==> config.mk <==
export PLATFORM = sky130hd
export DESIGN_NAME = fbc_core
export DESIGN_NICKNAME = d
export VERILOG_FILES = /design/src/fbc_pkg.sv /design/src/fbc_core.sv /design/src/fbc_stack.sv /design/src/fbc_sync.sv
export VERILOG_INCLUDE_DIRS = /design/src
export SDC_FILE = /design/constraint.sdc
export NUM_CORES = 1
export LEC_CHECK = 0
export ABC_CLOCK_PERIOD_IN_PS = 3830
export BUFFER_PORTS_ARGS = -buffer_cell sky130_fd_sc_hd__buf_4
export CORE_MARGIN = 3
export CORE_UTILIZATION = 45
export CTS_BUF_LIST = sky130_fd_sc_hd__clkbuf_16
export DETAILED_ROUTE_END_ITERATION = 10
export GPL_TIMING_DRIVEN = 0
export PLACE_DENSITY = 0.65
export SYNTH_ARGS = -nofsm -noshare
export SYNTH_HDL_FRONTEND = slang
export SYNTH_HIERARCHICAL = 1
export SYNTH_SLANG_ARGS = --single-unit
==> constraint.sdc <==
create_clock -name mclk -period 3.83 [get_ports mclk]
set_clock_uncertainty 0.15 [all_clocks]
set_input_delay 0.1915 -clock mclk [delete_from_list [all_inputs] [get_ports mclk]]
set_output_delay 0.1915 -clock mclk [all_outputs]
set_load 0.03 [all_outputs]
==> src/fbc_params.svh <==
// constants for the four-bit instruction core
// assumes inclusion by every file of the core
`ifndef FBC_PARAMS_SVH
`define FBC_PARAMS_SVH
`define FBC_PC_W       14
`define FBC_PAGE_W     7
`define FBC_SP_W       3
`define FBC_STK_DEPTH  8
`define FBC_DP_W       10
`define FBC_PC_RST     14'h0000
`define FBC_SP_RST     3'h7
`define FBC_NIB_ZERO   4'h0
`define FBC_CMP_MODE   1'b1
`endif

==> src/fbc_pkg.sv <==
// types for the four-bit instruction core
// assumes fbc_params.svh holds the numeric constants
`include "fbc_params.svh"
package fbc_pkg;
  typedef enum logic [4:0] {
    FBC_OP_NOP        = 5'h00,
    FBC_OP_AMC        = 5'h01,
    FBC_OP_SEA        = 5'h02,
    FBC_OP_SETBIT     = 5'h03,
    FBC_OP_SKIPCLR    = 5'h04,
    FBC_OP_TEXT       = 5'h05,
    FBC_OP_TT1        = 5'h06,
    FBC_OP_TT2        = 5'h07,
    FBC_OP_TPIN       = 5'h08,
    FBC_OP_LT1PAIR    = 5'h09,
    FBC_OP_LT2PAIR    = 5'h0A,
    FBC_OP_LT1RELOAD  = 5'h0B,
    FBC_OP_RDADC      = 5'h0C,
    FBC_OP_RDAUX      = 5'h0D,
    FBC_OP_RDP2       = 5'h0E,
    FBC_OP_BRANCH     = 5'h0F,
    FBC_OP_CALL       = 5'h10,
    FBC_OP_RET        = 5'h11,
    FBC_OP_RETSKIP    = 5'h12,
    FBC_OP_TABCALL    = 5'h13,
    FBC_OP_TAB        = 5'h14,
    FBC_OP_TBA        = 5'h15,
    FBC_OP_LXY        = 5'h16,
    FBC_OP_LZ         = 5'h17
  } fbc_op_t;
  typedef enum logic [1:0] {
    FBC_ST_FETCH = 2'b00,
    FBC_ST_EXEC2 = 2'b01
  } fbc_state_t;
endpackage

==> src/fbc_core.sv <==
// four-bit instruction execution core: registers, skip, stack
// assumes a decoded opcode stream with instr_valid, RAM nibble and peripheral inputs
// How it works
// - a met skip cancels the next instruction in place; PC advances by one
// - skipped instruction keeps its cycles, except table call and returns take one
// - program counter is 14 bits, 7-bit page over 7-bit offset
// - eight 14-bit stack entries, 3-bit pointer, pre-increment push, post-decrement pop
// - data pointer is bank, file, digit registers, 2+4+4 bits
// - skip when accumulator equals 4-bit immediate
// - set memory bit j to one, other bits kept
// - skip when memory bit j is zero
// - external request test skips and clears flag only when its enable is zero
// - first timer request test skips and clears only when enable is zero
// - second timer request test skips and clears only when enable is zero
// - pin level test skips on high if select is one, else on low
// - pair load writes B high and A low into reload and counter
// - reload-only load writes B and A into first reload only
// - converter read picks bits 9..2 or 7..0 by mode bit
// - aux port read puts pin in bit 0, clears bits 3..1
`timescale 1ns/10ps
`include "fbc_params.svh"
module fbc_core
  import fbc_pkg::*;
(
  input  wire logic                    mclk,
  input  wire logic                    reset,
  input  wire logic                    instr_valid,
  input  wire fbc_op_t                 instr_op,
  input  wire logic [3:0]              instr_imm,
  input  wire logic [1:0]              instr_bit,
  input  wire logic [`FBC_PAGE_W-1:0]  instr_page,
  input  wire logic [`FBC_PAGE_W-1:0]  instr_offset,
  input  wire logic [7:0]              rom_data,
  input  wire logic [3:0]              mem_rdata,
  input  wire logic [9:0]              conversion_result,
  input  wire logic                    converter_mode_bit,
  input  wire logic                    aux_port_pin,
  input  wire logic [1:0]              port_two_pins,
  input  wire logic                    interrupt_pin,
  input  wire logic                    pin_level_select_bit,
  input  wire logic                    ext_irq_enable_bit,
  input  wire logic                    first_timer_irq_enable_bit,
  input  wire logic                    second_timer_irq_enable_bit,
  input  wire logic                    external_request_flag,
  input  wire logic                    first_timer_request_flag,
  input  wire logic                    second_timer_request_flag,
  output logic [`FBC_PC_W-1:0]         program_counter,
  output logic [`FBC_DP_W-1:0]         data_address_pointer,
  output logic                         mem_we,
  output logic [3:0]                   mem_wdata,
  output logic [3:0]                   acc,
  output logic [3:0]                   breg,
  output logic                         carry_flag,
  output logic [`FBC_SP_W-1:0]         stack_pointer,
  output logic                         skip_pending,
  output logic                         busy,
  output logic                         clear_external_request,
  output logic                         clear_first_timer_request,
  output logic                         clear_second_timer_request,
  output logic                         first_timer_reload_we,
  output logic                         first_timer_count_we,
  output logic                         second_timer_reload_we,
  output logic                         second_timer_count_we,
  output logic [7:0]                   timer_load_data
);
  ////////////////////////////////////////////////////////////////////////////
  logic [`FBC_PAGE_W-1:0] program_page_part_reg, program_page_part_next;
  logic [`FBC_PAGE_W-1:0] page_offset_part_reg, page_offset_part_next;
  logic [`FBC_SP_W-1:0]   sp_reg, sp_next;
  logic [1:0]             bank_reg, bank_next;
  logic [3:0]             file_reg, file_next;
  logic [3:0]             digit_reg, digit_next;
  logic [3:0]             acc_reg, acc_next;
  logic [3:0]             b_reg, b_next;
  logic                   cy_reg, cy_next;
  logic                   skip_reg, skip_next;
  fbc_state_t             state_reg, state_next;
  fbc_op_t                op2_reg;
  logic [`FBC_PC_W-1:0]   ret_pc;
  logic [`FBC_PC_W-1:0]   ret_hold_reg;
  logic                   pin_sync;
  logic                   int_pin_sync;
  logic [1:0]             p2_sync;
  logic                   stk_we;
  logic [`FBC_SP_W-1:0]   stk_waddr;
  logic [`FBC_PC_W-1:0]   stk_wdata;

  function automatic logic [4:0] fbc_add(input logic [3:0] a, input logic [3:0] m, input logic c);
    fbc_add = {1'b0, a} + {1'b0, m} + {4'h0, c};
  endfunction

  function automatic logic [`FBC_PC_W-1:0] fbc_inc_pc(input logic [`FBC_PC_W-1:0] pc);
    fbc_inc_pc = pc + `FBC_PC_W'(1);
  endfunction

  ////////////////////////////////////////////////////////////////////////////
  fbc_sync u_sync_aux (.mclk(mclk), .reset(reset), .din(aux_port_pin),     .dout(pin_sync));
  fbc_sync u_sync_int (.mclk(mclk), .reset(reset), .din(interrupt_pin),    .dout(int_pin_sync));
  fbc_sync u_sync_p20 (.mclk(mclk), .reset(reset), .din(port_two_pins[0]), .dout(p2_sync[0]));
  fbc_sync u_sync_p21 (.mclk(mclk), .reset(reset), .din(port_two_pins[1]), .dout(p2_sync[1]));

  fbc_stack u_stack (
    .mclk    (mclk),
    .wr_en   (stk_we),
    .wr_addr (stk_waddr),
    .wr_data (stk_wdata),
    .rd_addr (sp_reg),
    .rd_data (ret_pc)
  );

  ////////////////////////////////////////////////////////////////////////////
  wire [`FBC_PC_W-1:0] pc_cur   = {program_page_part_reg, page_offset_part_reg};
  wire [`FBC_PC_W-1:0] pc_inc   = fbc_inc_pc(pc_cur);
  wire                 exec     = instr_valid && (state_reg == FBC_ST_FETCH);
  wire                 live     = exec && !skip_reg;
  wire                 killed   = exec && skip_reg;
  wire [4:0]           amc_sum  = fbc_add(acc_reg, mem_rdata, cy_reg);
  wire                 bit_val  = mem_rdata[instr_bit];
  wire [3:0]           bit_mask = 4'h1 << instr_bit;
  wire                 two_cyc  = (instr_op == FBC_OP_TABCALL) || (instr_op == FBC_OP_RET)
                                  || (instr_op == FBC_OP_RETSKIP);
  wire                 ext_hit  = !ext_irq_enable_bit && external_request_flag;
  wire                 t1_hit   = !first_timer_irq_enable_bit && first_timer_request_flag;
  wire                 t2_hit   = !second_timer_irq_enable_bit && second_timer_request_flag;
  wire                 pin_hit  = (int_pin_sync == pin_level_select_bit);
  wire                 cmp_mode = (converter_mode_bit == `FBC_CMP_MODE);
  wire [7:0]           adc_sel  = cmp_mode ? conversion_result[7:0] : conversion_result[9:2];
  wire                 push     = live && ((instr_op == FBC_OP_CALL) || (instr_op == FBC_OP_TABCALL));
  wire [`FBC_SP_W-1:0] sp_inc   = sp_reg + `FBC_SP_W'(1);

  assign stk_we    = push;
  assign stk_waddr = sp_inc;
  assign stk_wdata = pc_inc;

  ////////////////////////////////////////////////////////////////////////////
  always_comb begin
    program_page_part_next = program_page_part_reg;
    page_offset_part_next  = page_offset_part_reg;
    sp_next    = sp_reg;
    bank_next  = bank_reg;
    file_next  = file_reg;
    digit_next = digit_reg;
    acc_next   = acc_reg;
    b_next     = b_reg;
    cy_next    = cy_reg;
    skip_next  = skip_reg;
    state_next = state_reg;
    if (killed) begin
      skip_next = 1'b0;
      {program_page_part_next, page_offset_part_next} = pc_inc;
      state_next = FBC_ST_FETCH;
    end else if (live) begin
      skip_next = 1'b0;
      {program_page_part_next, page_offset_part_next} = pc_inc;
      unique case (instr_op)
        FBC_OP_AMC: begin
          acc_next = amc_sum[3:0];
          cy_next  = amc_sum[4];
        end
        FBC_OP_SEA:     skip_next = (acc_reg == instr_imm);
        FBC_OP_SKIPCLR: skip_next = !bit_val;
        FBC_OP_TEXT:    skip_next = ext_hit;
        FBC_OP_TT1:     skip_next = t1_hit;
        FBC_OP_TT2:     skip_next = t2_hit;
        FBC_OP_TPIN:    skip_next = pin_hit;
        FBC_OP_RDADC: begin
          b_next   = adc_sel[7:4];
          acc_next = adc_sel[3:0];
        end
        FBC_OP_RDAUX: acc_next = {3'h0, pin_sync};
        FBC_OP_RDP2:  acc_next = {2'h0, p2_sync};
        FBC_OP_TAB:   acc_next = b_reg;
        FBC_OP_TBA:   b_next = acc_reg;
        FBC_OP_LXY: begin
          file_next  = instr_imm;
          digit_next = {2'h0, instr_bit};
        end
        FBC_OP_LZ: bank_next = instr_bit;
        FBC_OP_BRANCH: begin
          program_page_part_next = instr_page;
          page_offset_part_next  = instr_offset;
        end
        FBC_OP_CALL: begin
          sp_next = sp_inc;
          program_page_part_next = instr_page;
          page_offset_part_next  = instr_offset;
        end
        FBC_OP_TABCALL: begin
          sp_next = sp_inc;
          program_page_part_next = instr_page;
          page_offset_part_next  = {digit_reg[2:0], acc_reg};
          state_next = FBC_ST_EXEC2;
        end
        FBC_OP_RET, FBC_OP_RETSKIP: begin
          state_next = FBC_ST_EXEC2;
          skip_next  = 1'b0;
        end
        default: ;
      endcase
    end else if (state_reg == FBC_ST_EXEC2) begin
      state_next = FBC_ST_FETCH;
      unique case (op2_reg)
        FBC_OP_TABCALL: begin
          b_next   = rom_data[7:4];
          acc_next = rom_data[3:0];
          {program_page_part_next, page_offset_part_next} = ret_hold_reg;
          sp_next = sp_reg - `FBC_SP_W'(1);
        end
        FBC_OP_RET, FBC_OP_RETSKIP: begin
          {program_page_part_next, page_offset_part_next} = ret_pc;
          sp_next   = sp_reg - `FBC_SP_W'(1);
          skip_next = (op2_reg == FBC_OP_RETSKIP);
        end
        default: ;
      endcase
    end
  end

  ////////////////////////////////////////////////////////////////////////////
  always_ff @(posedge mclk) begin
    if (reset) begin
      program_page_part_reg <= `FBC_PAGE_W'(`FBC_PC_RST >> `FBC_PAGE_W);
      page_offset_part_reg  <= `FBC_PAGE_W'(`FBC_PC_RST);
      sp_reg    <= `FBC_SP_RST;
      bank_reg  <= '0;
      file_reg  <= `FBC_NIB_ZERO;
      digit_reg <= `FBC_NIB_ZERO;
      acc_reg   <= `FBC_NIB_ZERO;
      b_reg     <= `FBC_NIB_ZERO;
      cy_reg    <= 1'b0;
      skip_reg  <= 1'b0;
      state_reg <= FBC_ST_FETCH;
      op2_reg   <= FBC_OP_NOP;
      ret_hold_reg <= `FBC_PC_RST;
    end else begin
      program_page_part_reg <= program_page_part_next;
      page_offset_part_reg  <= page_offset_part_next;
      sp_reg    <= sp_next;
      bank_reg  <= bank_next;
      file_reg  <= file_next;
      digit_reg <= digit_next;
      acc_reg   <= acc_next;
      b_reg     <= b_next;
      cy_reg    <= cy_next;
      skip_reg  <= skip_next;
      state_reg <= state_next;
      op2_reg   <= (live || killed) ? (killed ? FBC_OP_NOP : instr_op) : op2_reg;
      ret_hold_reg <= pc_inc;
    end
  end

  ////////////////////////////////////////////////////////////////////////////
  always_ff @(posedge mclk) begin
    if (reset) begin
      mem_we <= 1'b0;
      mem_wdata <= `FBC_NIB_ZERO;
      clear_external_request <= 1'b0;
      clear_first_timer_request <= 1'b0;
      clear_second_timer_request <= 1'b0;
      first_timer_reload_we <= 1'b0;
      first_timer_count_we <= 1'b0;
      second_timer_reload_we <= 1'b0;
      second_timer_count_we <= 1'b0;
      timer_load_data <= 8'h00;
    end else begin
      mem_we    <= live && (instr_op == FBC_OP_SETBIT);
      mem_wdata <= mem_rdata | bit_mask;
      clear_external_request <= live && (instr_op == FBC_OP_TEXT) && ext_hit;
      clear_first_timer_request <= live && (instr_op == FBC_OP_TT1) && t1_hit;
      clear_second_timer_request <= live && (instr_op == FBC_OP_TT2) && t2_hit;
      first_timer_reload_we <= live && ((instr_op == FBC_OP_LT1PAIR)
                               || (instr_op == FBC_OP_LT1RELOAD));
      first_timer_count_we <= live && (instr_op == FBC_OP_LT1PAIR);
      second_timer_reload_we <= live && (instr_op == FBC_OP_LT2PAIR);
      second_timer_count_we <= live && (instr_op == FBC_OP_LT2PAIR);
      timer_load_data <= {b_reg, acc_reg};
    end
  end

  always_ff @(posedge mclk) begin
    if (reset) begin
      program_counter <= `FBC_PC_RST;
      data_address_pointer <= '0;
      acc <= `FBC_NIB_ZERO;
      breg <= `FBC_NIB_ZERO;
      carry_flag <= 1'b0;
      stack_pointer <= `FBC_SP_RST;
      skip_pending <= 1'b0;
      busy <= 1'b0;
    end else begin
      program_counter <= {program_page_part_next, page_offset_part_next};
      data_address_pointer <= {bank_next, file_next, digit_next};
      acc <= acc_next;
      breg <= b_next;
      carry_flag <= cy_next;
      stack_pointer <= sp_next;
      skip_pending <= skip_next;
      busy <= (state_next == FBC_ST_EXEC2);
    end
  end

  ////////////////////////////////////////////////////////////////////////////
  property p_skip_holds_pc_step;
    @(posedge mclk) disable iff (reset) killed |=> (program_counter == $past(pc_inc));
  endproperty
  a_skip_holds_pc_step: assert property (p_skip_holds_pc_step) else $error("skip moved pc wrongly");

  property p_skip_short_ret;
    @(posedge mclk) disable iff (reset)
      (killed && two_cyc) |=> (!busy && !skip_pending && (stack_pointer == $past(sp_reg)));
  endproperty
  a_skip_short_ret: assert property (p_skip_short_ret) else $error("skipped return not one cycle");

  property p_skip_long_other;
    @(posedge mclk) disable iff (reset) (killed && !two_cyc) |=> !busy;
  endproperty
  a_skip_long_other: assert property (p_skip_long_other) else $error("skipped op took extra cycle");

  property p_amc;
    @(posedge mclk) disable iff (reset)
      (live && instr_op == FBC_OP_AMC) |=>
        ({carry_flag, acc} == (5'($past(acc_reg)) + 5'($past(mem_rdata)) + 5'($past(cy_reg))));
  endproperty
  a_amc: assert property (p_amc) else $error("add with carry wrong");

  property p_sea;
    @(posedge mclk) disable iff (reset)
      (live && instr_op == FBC_OP_SEA) |=> (skip_pending == ($past(acc_reg) == $past(instr_imm)));
  endproperty
  a_sea: assert property (p_sea) else $error("compare skip wrong");

  property p_ext_clear;
    @(posedge mclk) disable iff (reset) clear_external_request |-> skip_pending;
  endproperty
  a_ext_clear: assert property (p_ext_clear) else $error("flag cleared without skip");

  property p_reload_only;
    @(posedge mclk) disable iff (reset)
      (live && instr_op == FBC_OP_LT1RELOAD) |=> (first_timer_reload_we && !first_timer_count_we);
  endproperty
  a_reload_only: assert property (p_reload_only) else $error("reload-only touched counter");

  property p_aux;
    @(posedge mclk) disable iff (reset) (live && instr_op == FBC_OP_RDAUX) |=> (acc[3:1] == 3'h0);
  endproperty
  a_aux: assert property (p_aux) else $error("aux read upper bits set");

  property p_port2;
    @(posedge mclk) disable iff (reset) (live && instr_op == FBC_OP_RDP2) |=> (acc[3:2] == 2'h0);
  endproperty
  a_port2: assert property (p_port2) else $error("port two read upper bits set");
endmodule

==> src/fbc_stack.sv <==
// return-address stack, eight entries of program counter width
// assumes one write or one read per cycle; read data registered
`timescale 1ns/10ps
`include "fbc_params.svh"
module fbc_stack
  import fbc_pkg::*;
(
  input  wire logic                    mclk,
  input  wire logic                    wr_en,
  input  wire logic [`FBC_SP_W-1:0]    wr_addr,
  input  wire logic [`FBC_PC_W-1:0]    wr_data,
  input  wire logic [`FBC_SP_W-1:0]    rd_addr,
  output logic      [`FBC_PC_W-1:0]    rd_data
);
  logic [`FBC_PC_W-1:0] mem [`FBC_STK_DEPTH];
  always_ff @(posedge mclk) begin
    if (wr_en) begin
      mem[wr_addr] <= wr_data;
    end
    rd_data <= mem[rd_addr];
  end
endmodule

==> src/fbc_sync.sv <==
// three-stage synchroniser with agreement of last two stages
// assumes an asynchronous level input
`timescale 1ns/10ps
`include "fbc_params.svh"
module fbc_sync
  import fbc_pkg::*;
(
  input  wire logic mclk,
  input  wire logic reset,
  input  wire logic din,
  output logic      dout
);
  logic s1_reg;
  logic s2_reg;
  logic s3_reg;
  always_ff @(posedge mclk) begin
    if (reset) begin
      s1_reg <= 1'b0;
      s2_reg <= 1'b0;
      s3_reg <= 1'b0;
      dout   <= 1'b0;
    end else begin
      s1_reg <= din;
      s2_reg <= s1_reg;
      s3_reg <= s2_reg;
      if (s2_reg == s3_reg) begin
        dout <= s3_reg;
      end
    end
  end
endmodule

# After elaboration in Yosys (flattened, before gate mapping)
# Memory sizes are Yosys's and may differ from the RTL's. A register that Yosys moved wholly into a read port is not among the register bits.
# Cells that the tools add are included.
[totals]
latchBits = 0
rom_bits = 0
ram_bits = 112
reg_bits = 118
n_memories = 1
[mem_list]
columns = ["name", "depth", "width", "rd", "rd_clocked_by_memory_dff", "wr", "line_no", "text"]
rows = [
  ["u_stack.mem", 8, 14, 1, 1, 1, "fbc_stack.sv:15", "logic [`FBC_PC_W-1:0] mem [`FBC_STK_DEPTH];"],
]
[op_classes]
eq_ne = 37
mux = 45
n_div = 0
multipliers = 0
shift = 1
n_bitwise = 2
addsub = 5
n_reduce_logical = 42
order_cmp = 1
[ops]
columns = ["op", "count"]
rows = [
  ["equality test 5 bit, second input constant", 11],
  ["2-to-1 mux 7 bit", 7],
  ["2-to-1 mux 4 bit", 12],
  ["one-hot mux 7 bit (2 select lines)", 3],
  ["equality test 5 x 4 -> 1 bit, second input constant", 8],
  ["equality test 5 x 3 -> 1 bit, second input constant", 4],
  ["one-hot mux 4 bit (5 select lines)", 1],
  ["logical AND 1 bit", 17],
  ["adder 14 x 1 -> 14 bit, second input constant", 1],
  ["2-to-1 mux 2 bit", 7],
  ["2-to-1 mux 3 bit", 4],
  ["AND reduction 4 bit", 3],
  ["equality test 5 x 2 -> 1 bit, second input constant", 2],
  ["OR reduction 3 bit", 3],
  ["2-to-1 mux 8 bit", 1],
  ["one-hot mux 4 bit (2 select lines)", 1],
  ["nonzero test 2 bit", 4],
  ["OR reduction 2 bit", 4],
  ["2-to-1 mux 1 bit", 6],
  ["inequality test 6 x 1 -> 1 bit, second input constant", 1],
  ["one-hot mux 1 bit (6 select lines)", 1],
  ["adder 4 x 4 -> 5 bit", 1],
  ["adder 5 x 1 -> 5 bit", 1],
  ["equality test 1 bit", 5],
  ["18 further kinds", 25],
]

# Depth between registers and ports, before layout
[logic_depth]
word_depth = 6
ltp_mapped = 7
depth_no_buf = 6

# By module
# Netlist, hierarchy kept.
[by_module_without_submodules]
columns = ["mod", "cells_per_inst", "area_each_um2", "seq_area_each_um2", "n_inst"]
rows = [
  ["fbc_stack", 188, 4635.7, 3643.5, 1],
  ["fbc_core", 474, 4102.7, 1521.5, 1],
  ["fbc_sync", 10, 112.6, 80.1, 4],
]

# Worst setup path after synthesis
# Ideal clock, no wire load.
[synth_timing]
path_type = "register -> register"
startpoint = "reg skip_pending (netlist name)"
endpoint = "mem u_stack/mem[0][0] in the netlist's numbering (enable)"
period_less_slack_ps = 3134
required_time_ps = 3277
arrival_ps = 2581
stages_incl_launch_ff = 7
setup_slack_ps = 696
n_path_buf = 2
cell_sequence = "dfxtp_1 -> or4b_1 -> buf_2 -> clkbuf_1 -> nor2_1 -> nand2b_1 -> nor3_1"
[synth_lines]
columns = ["item", "line_no"]
rows = [
  ["end: declaration", "fbc_stack.sv:15"],
]

==> flow_metrics.env <==
export IMPL_status="finished clean"
export IMPL_area_growth_pct=28.53
export IMPL_rows=51
export IMPL_fmax_mhz=314.4
export IMPL_tightest_slew_ns=1.017
export IMPL_nNetsFinal=968
export IMPL_cts_max_level=1
export IMPL_final_core_util_pct=59.70
export IMPL_min_from="conversion_result[7]"
export IMPL_ir_drop_mv=0.2868
export IMPL_yosysSeqAreaShare_pct=59.69
export IMPL_overflow=0
export IMPL_yosysWarnings=6
export IMPL_rsz0062_at_grt="false"
export IMPL_grt_pass1_wl_um=38720
export IMPL_start_kind="register"
export IMPL_async_reset_ff_share_pct=0
export IMPL_crit_path_end_kind="register"
export IMPL_p_total_w=0.005410
export IMPL_fp_dieH_um=148.9
export IMPL_fin_crit_sh_pct=83.04
export IMPL_cpPeakStageDelay_ns=0.81
export IMPL_drt_first_pass_iters=6
export IMPL_cts_tree="done"
export IMPL_diodes=0
export IMPL_crit_slowest_cell="nor2_2"
export IMPL_place_hpwl_um=17680
export IMPL_syn_area_per_cell_um2=13.09
export IMPL_cp_arrival_ns=3.16
export IMPL_root_buffer="clkbuf_16"
export IMPL_required_ns=3.81
export IMPL_synth_cell_types=65
export IMPL_drive_gt1_share_pct=22.54
export IMPL_wl_per_cell_um=21.32
export IMPL_io_pin_count=120
export IMPL_worstHoldPathType="in -> reg"
export IMPL_final_cell_mix="buf_4 (119), edfxtp_1 (112), dfxtp_1 (106)"
export IMPL_reg2reg_slack_ns=0.65
export IMPL_drt_vias_per_instance=5.767
export IMPL_slew_violations=0
export IMPL_maxCapViolations=0
export IMPL_ant_nets=0
export IMPL_clk_pin_slew_ns=0.06
export IMPL_fill_cells=1564
export IMPL_postCtsSetupRepairBufs=0
export IMPL_grt_max_degree=18
export IMPL_worstSetupPathType="reg -> reg"
export IMPL_clk_latency_ns=0.53
export IMPL_cts_buffer_depth=3
export IMPL_clkSinkCount=218
export IMPL_synth_area_um2=9189
export IMPL_synth_cells=702
export IMPL_ys_flop_type="edfxtp_1"
export IMPL_mostFrequentLayoutCell="buf_4"
export IMPL_startpoint="skip_pending"
export IMPL_via_count=6799
export IMPL_io_buffers=116
export IMPL_multi_input_area_um2=3472
export IMPL_synth_edf_count=112
export IMPL_die_width_um=148.9
export IMPL_crit_chain="or4b_1 -> buf_2 -> clkbuf_1 -> nor2_1 -> nand2_1 -> nor2_2"
export IMPL_place_congestion=0.8511
export IMPL_r2r_start="skip_pending"
export IMPL_coreArea_um2=19780
export IMPL_grt_pass1_vias=6806
export IMPL_seqCellArea_um2=5485
export IMPL_hold_viol_final=0
export IMPL_fp_dieArea_um2=22170
export IMPL_power_density_nw_per_um2=458.1
export IMPL_numCtsBuffers=24
export IMPL_p_leak_nw=4.619
export IMPL_fin_crit_ns=3.180
export IMPL_largest_reg_flops=112
export IMPL_drt_wl_total_um=25140
export IMPL_initial_core_util_pct=46.45
export IMPL_track_usage_pct=22.41
export IMPL_cp_max_fo=14
export IMPL_drc_errors=0
export IMPL_dr_first_iter_drc_count=547
export IMPL_slew_headroom_pct=32.14
export IMPL_antenna_found_initial=0
export IMPL_setup_violations=0
export IMPL_ys_seq_elements=218
## kinds of logic (layout without fill, tap and decap cells)
logic type / count (synthesis) / in the layout / synth area share (%)
AO/OA/AOI/OAI: 127 / 127 / 9.654
flip-flops: 218 / 218 / 59.70
other: 1 / 2 / 0.04081
AND/OR/NAND/NOR: 203 / 203 / 12.04
adder cells (fa/ha/maj): 8 / 8 / 1.253
buffers and inverters: 57 / 268 / 2.832
XOR/XNOR: 22 / 22 / 2.097
multiplexers: 66 / 66 / 12.39
## per-stage QoR
step / area, um2 / setup slack, ns / hold WS [ns] / TNS, ns / std cells
2_1_floorplan: 9193 / 0.6963 / 0.1106 / 0 / 703
3_3_place_gp: 10400 / -0.5065 / 0.2586 / -12.46 / 1084
3_5_place_dp: 10440 / 0.6615 / 0.2683 / 0 / 1086
4_1_cts: 11810 / 0.6518 / 0.0009108 / 0 / 1179
5_1_grt: 11810 / 0.4406 / 0.03415 / 0 / 1179
6_report: 11810 / 0.6496 / 0.01457 / 0 / 1179
## path summary, 6_finish.rpt
kind / end / cells past startpoint
min reg2reg: u_sync_int/s2_reg / 1
max: u_stack/mem[6][0] / 6
min: breg[1] / 5
max reg2reg: u_stack/mem[6][0] / 6
## Yosys cell counts (4+ instances only)
| master | n | share of area [%] |
|---|---|---|
| edfxtp_1 | 112 | 37 |
| dfxtp_1 | 106 | 23 |
| nand2_1 | 37 | 1.5 |
| nor2_1 | 34 | 1.4 |
| clkbuf_1 | 28 | 1.1 |
| nor2b_1 | 28 | 1.9 |
| a21oi_1 | 26 | 1.4 |
| mux4_1 | 25 | 7.1 |
| mux2i_1 | 20 | 2.2 |
| mux2_2 | 17 | 2.1 |
| nand3_1 | 17 | 0.93 |
| and2_1 | 14 | 0.95 |
| inv_1 | 14 | 0.57 |
| nor3_1 | 14 | 0.76 |
| xnor2_1 | 14 | 1.3 |
| a22o_1 | 13 | 1.2 |
| o21ai_0 | 13 | 0.71 |
| a22oi_1 | 11 | 0.90 |
| nand2b_1 | 10 | 0.68 |
| nand4_1 | 10 | 0.68 |
| a31oi_1 | 9 | 0.61 |
| and3_1 | 9 | 0.61 |
| xor2_1 | 8 | 0.76 |
| a221oi_1 | 7 | 0.67 |
| ha_1 | 6 | 0.82 |
| nand3b_1 | 6 | 0.49 |
| o22ai_1 | 6 | 0.41 |
| nor4_1 | 5 | 0.34 |
| o211ai_1 | 5 | 0.41 |
| o21ai_1 | 5 | 0.27 |
| buf_1 | 4 | 0.16 |
| buf_2 | 4 | 0.22 |
| buf_6 | 4 | 0.49 |
| mux4_2 | 4 | 0.98 |
| o21a_1 | 4 | 0.33 |
| or3_1 | 4 | 0.27 |
## area by class of cell
type                    count  share of cell area, %
repair buffers            169                  11.89
clock inverters            17                  1.960
multi-input cells         428                  29.40
plain buffers              43                  1.759
well taps                 265                  2.807
flip-flops and latches    218                  46.45
clock buffers              25                  5.297
inverters                  14                 0.4450
## what timing repair did
| item | CTS | global route |
|---|---|---|
| hold buffers | 51 | 0 |
| hold endpoints to repair | 53 | 0 |
| gates resized for setup | 0 | 0 |
| setup endpoints to repair | 0 | 0 |
## worst max-delay path, delay by kind of cell (launching register included)
kind / cells / cell delay (ns)
buffers and inverters: 2 / 0.48
flip-flops: 1 / 0.40
AND/OR/NAND/NOR: 4 / 1.78
## where the power goes
part / internal [W] / leakage [nW] / switching, W
clock: 0.00147 / 0.409 / 0.000957
sequential: 0.00250 / 1.89 / 0.0000398
combinational: 0.000198 / 2.32 / 0.000246
total: 0.00417 / 4.62 / 0.00124
## routing by layer
layer	up-vias	GRT usage [%]	routed length [um]
met4	0	5.034	450
met1	3396	31.12	10710
met5	-	0	0
met2	276	37.25	12330
met3	51	3.859	1644
li1	3076	-	-
No activity file was read; power rests on OpenSTA's default activity.
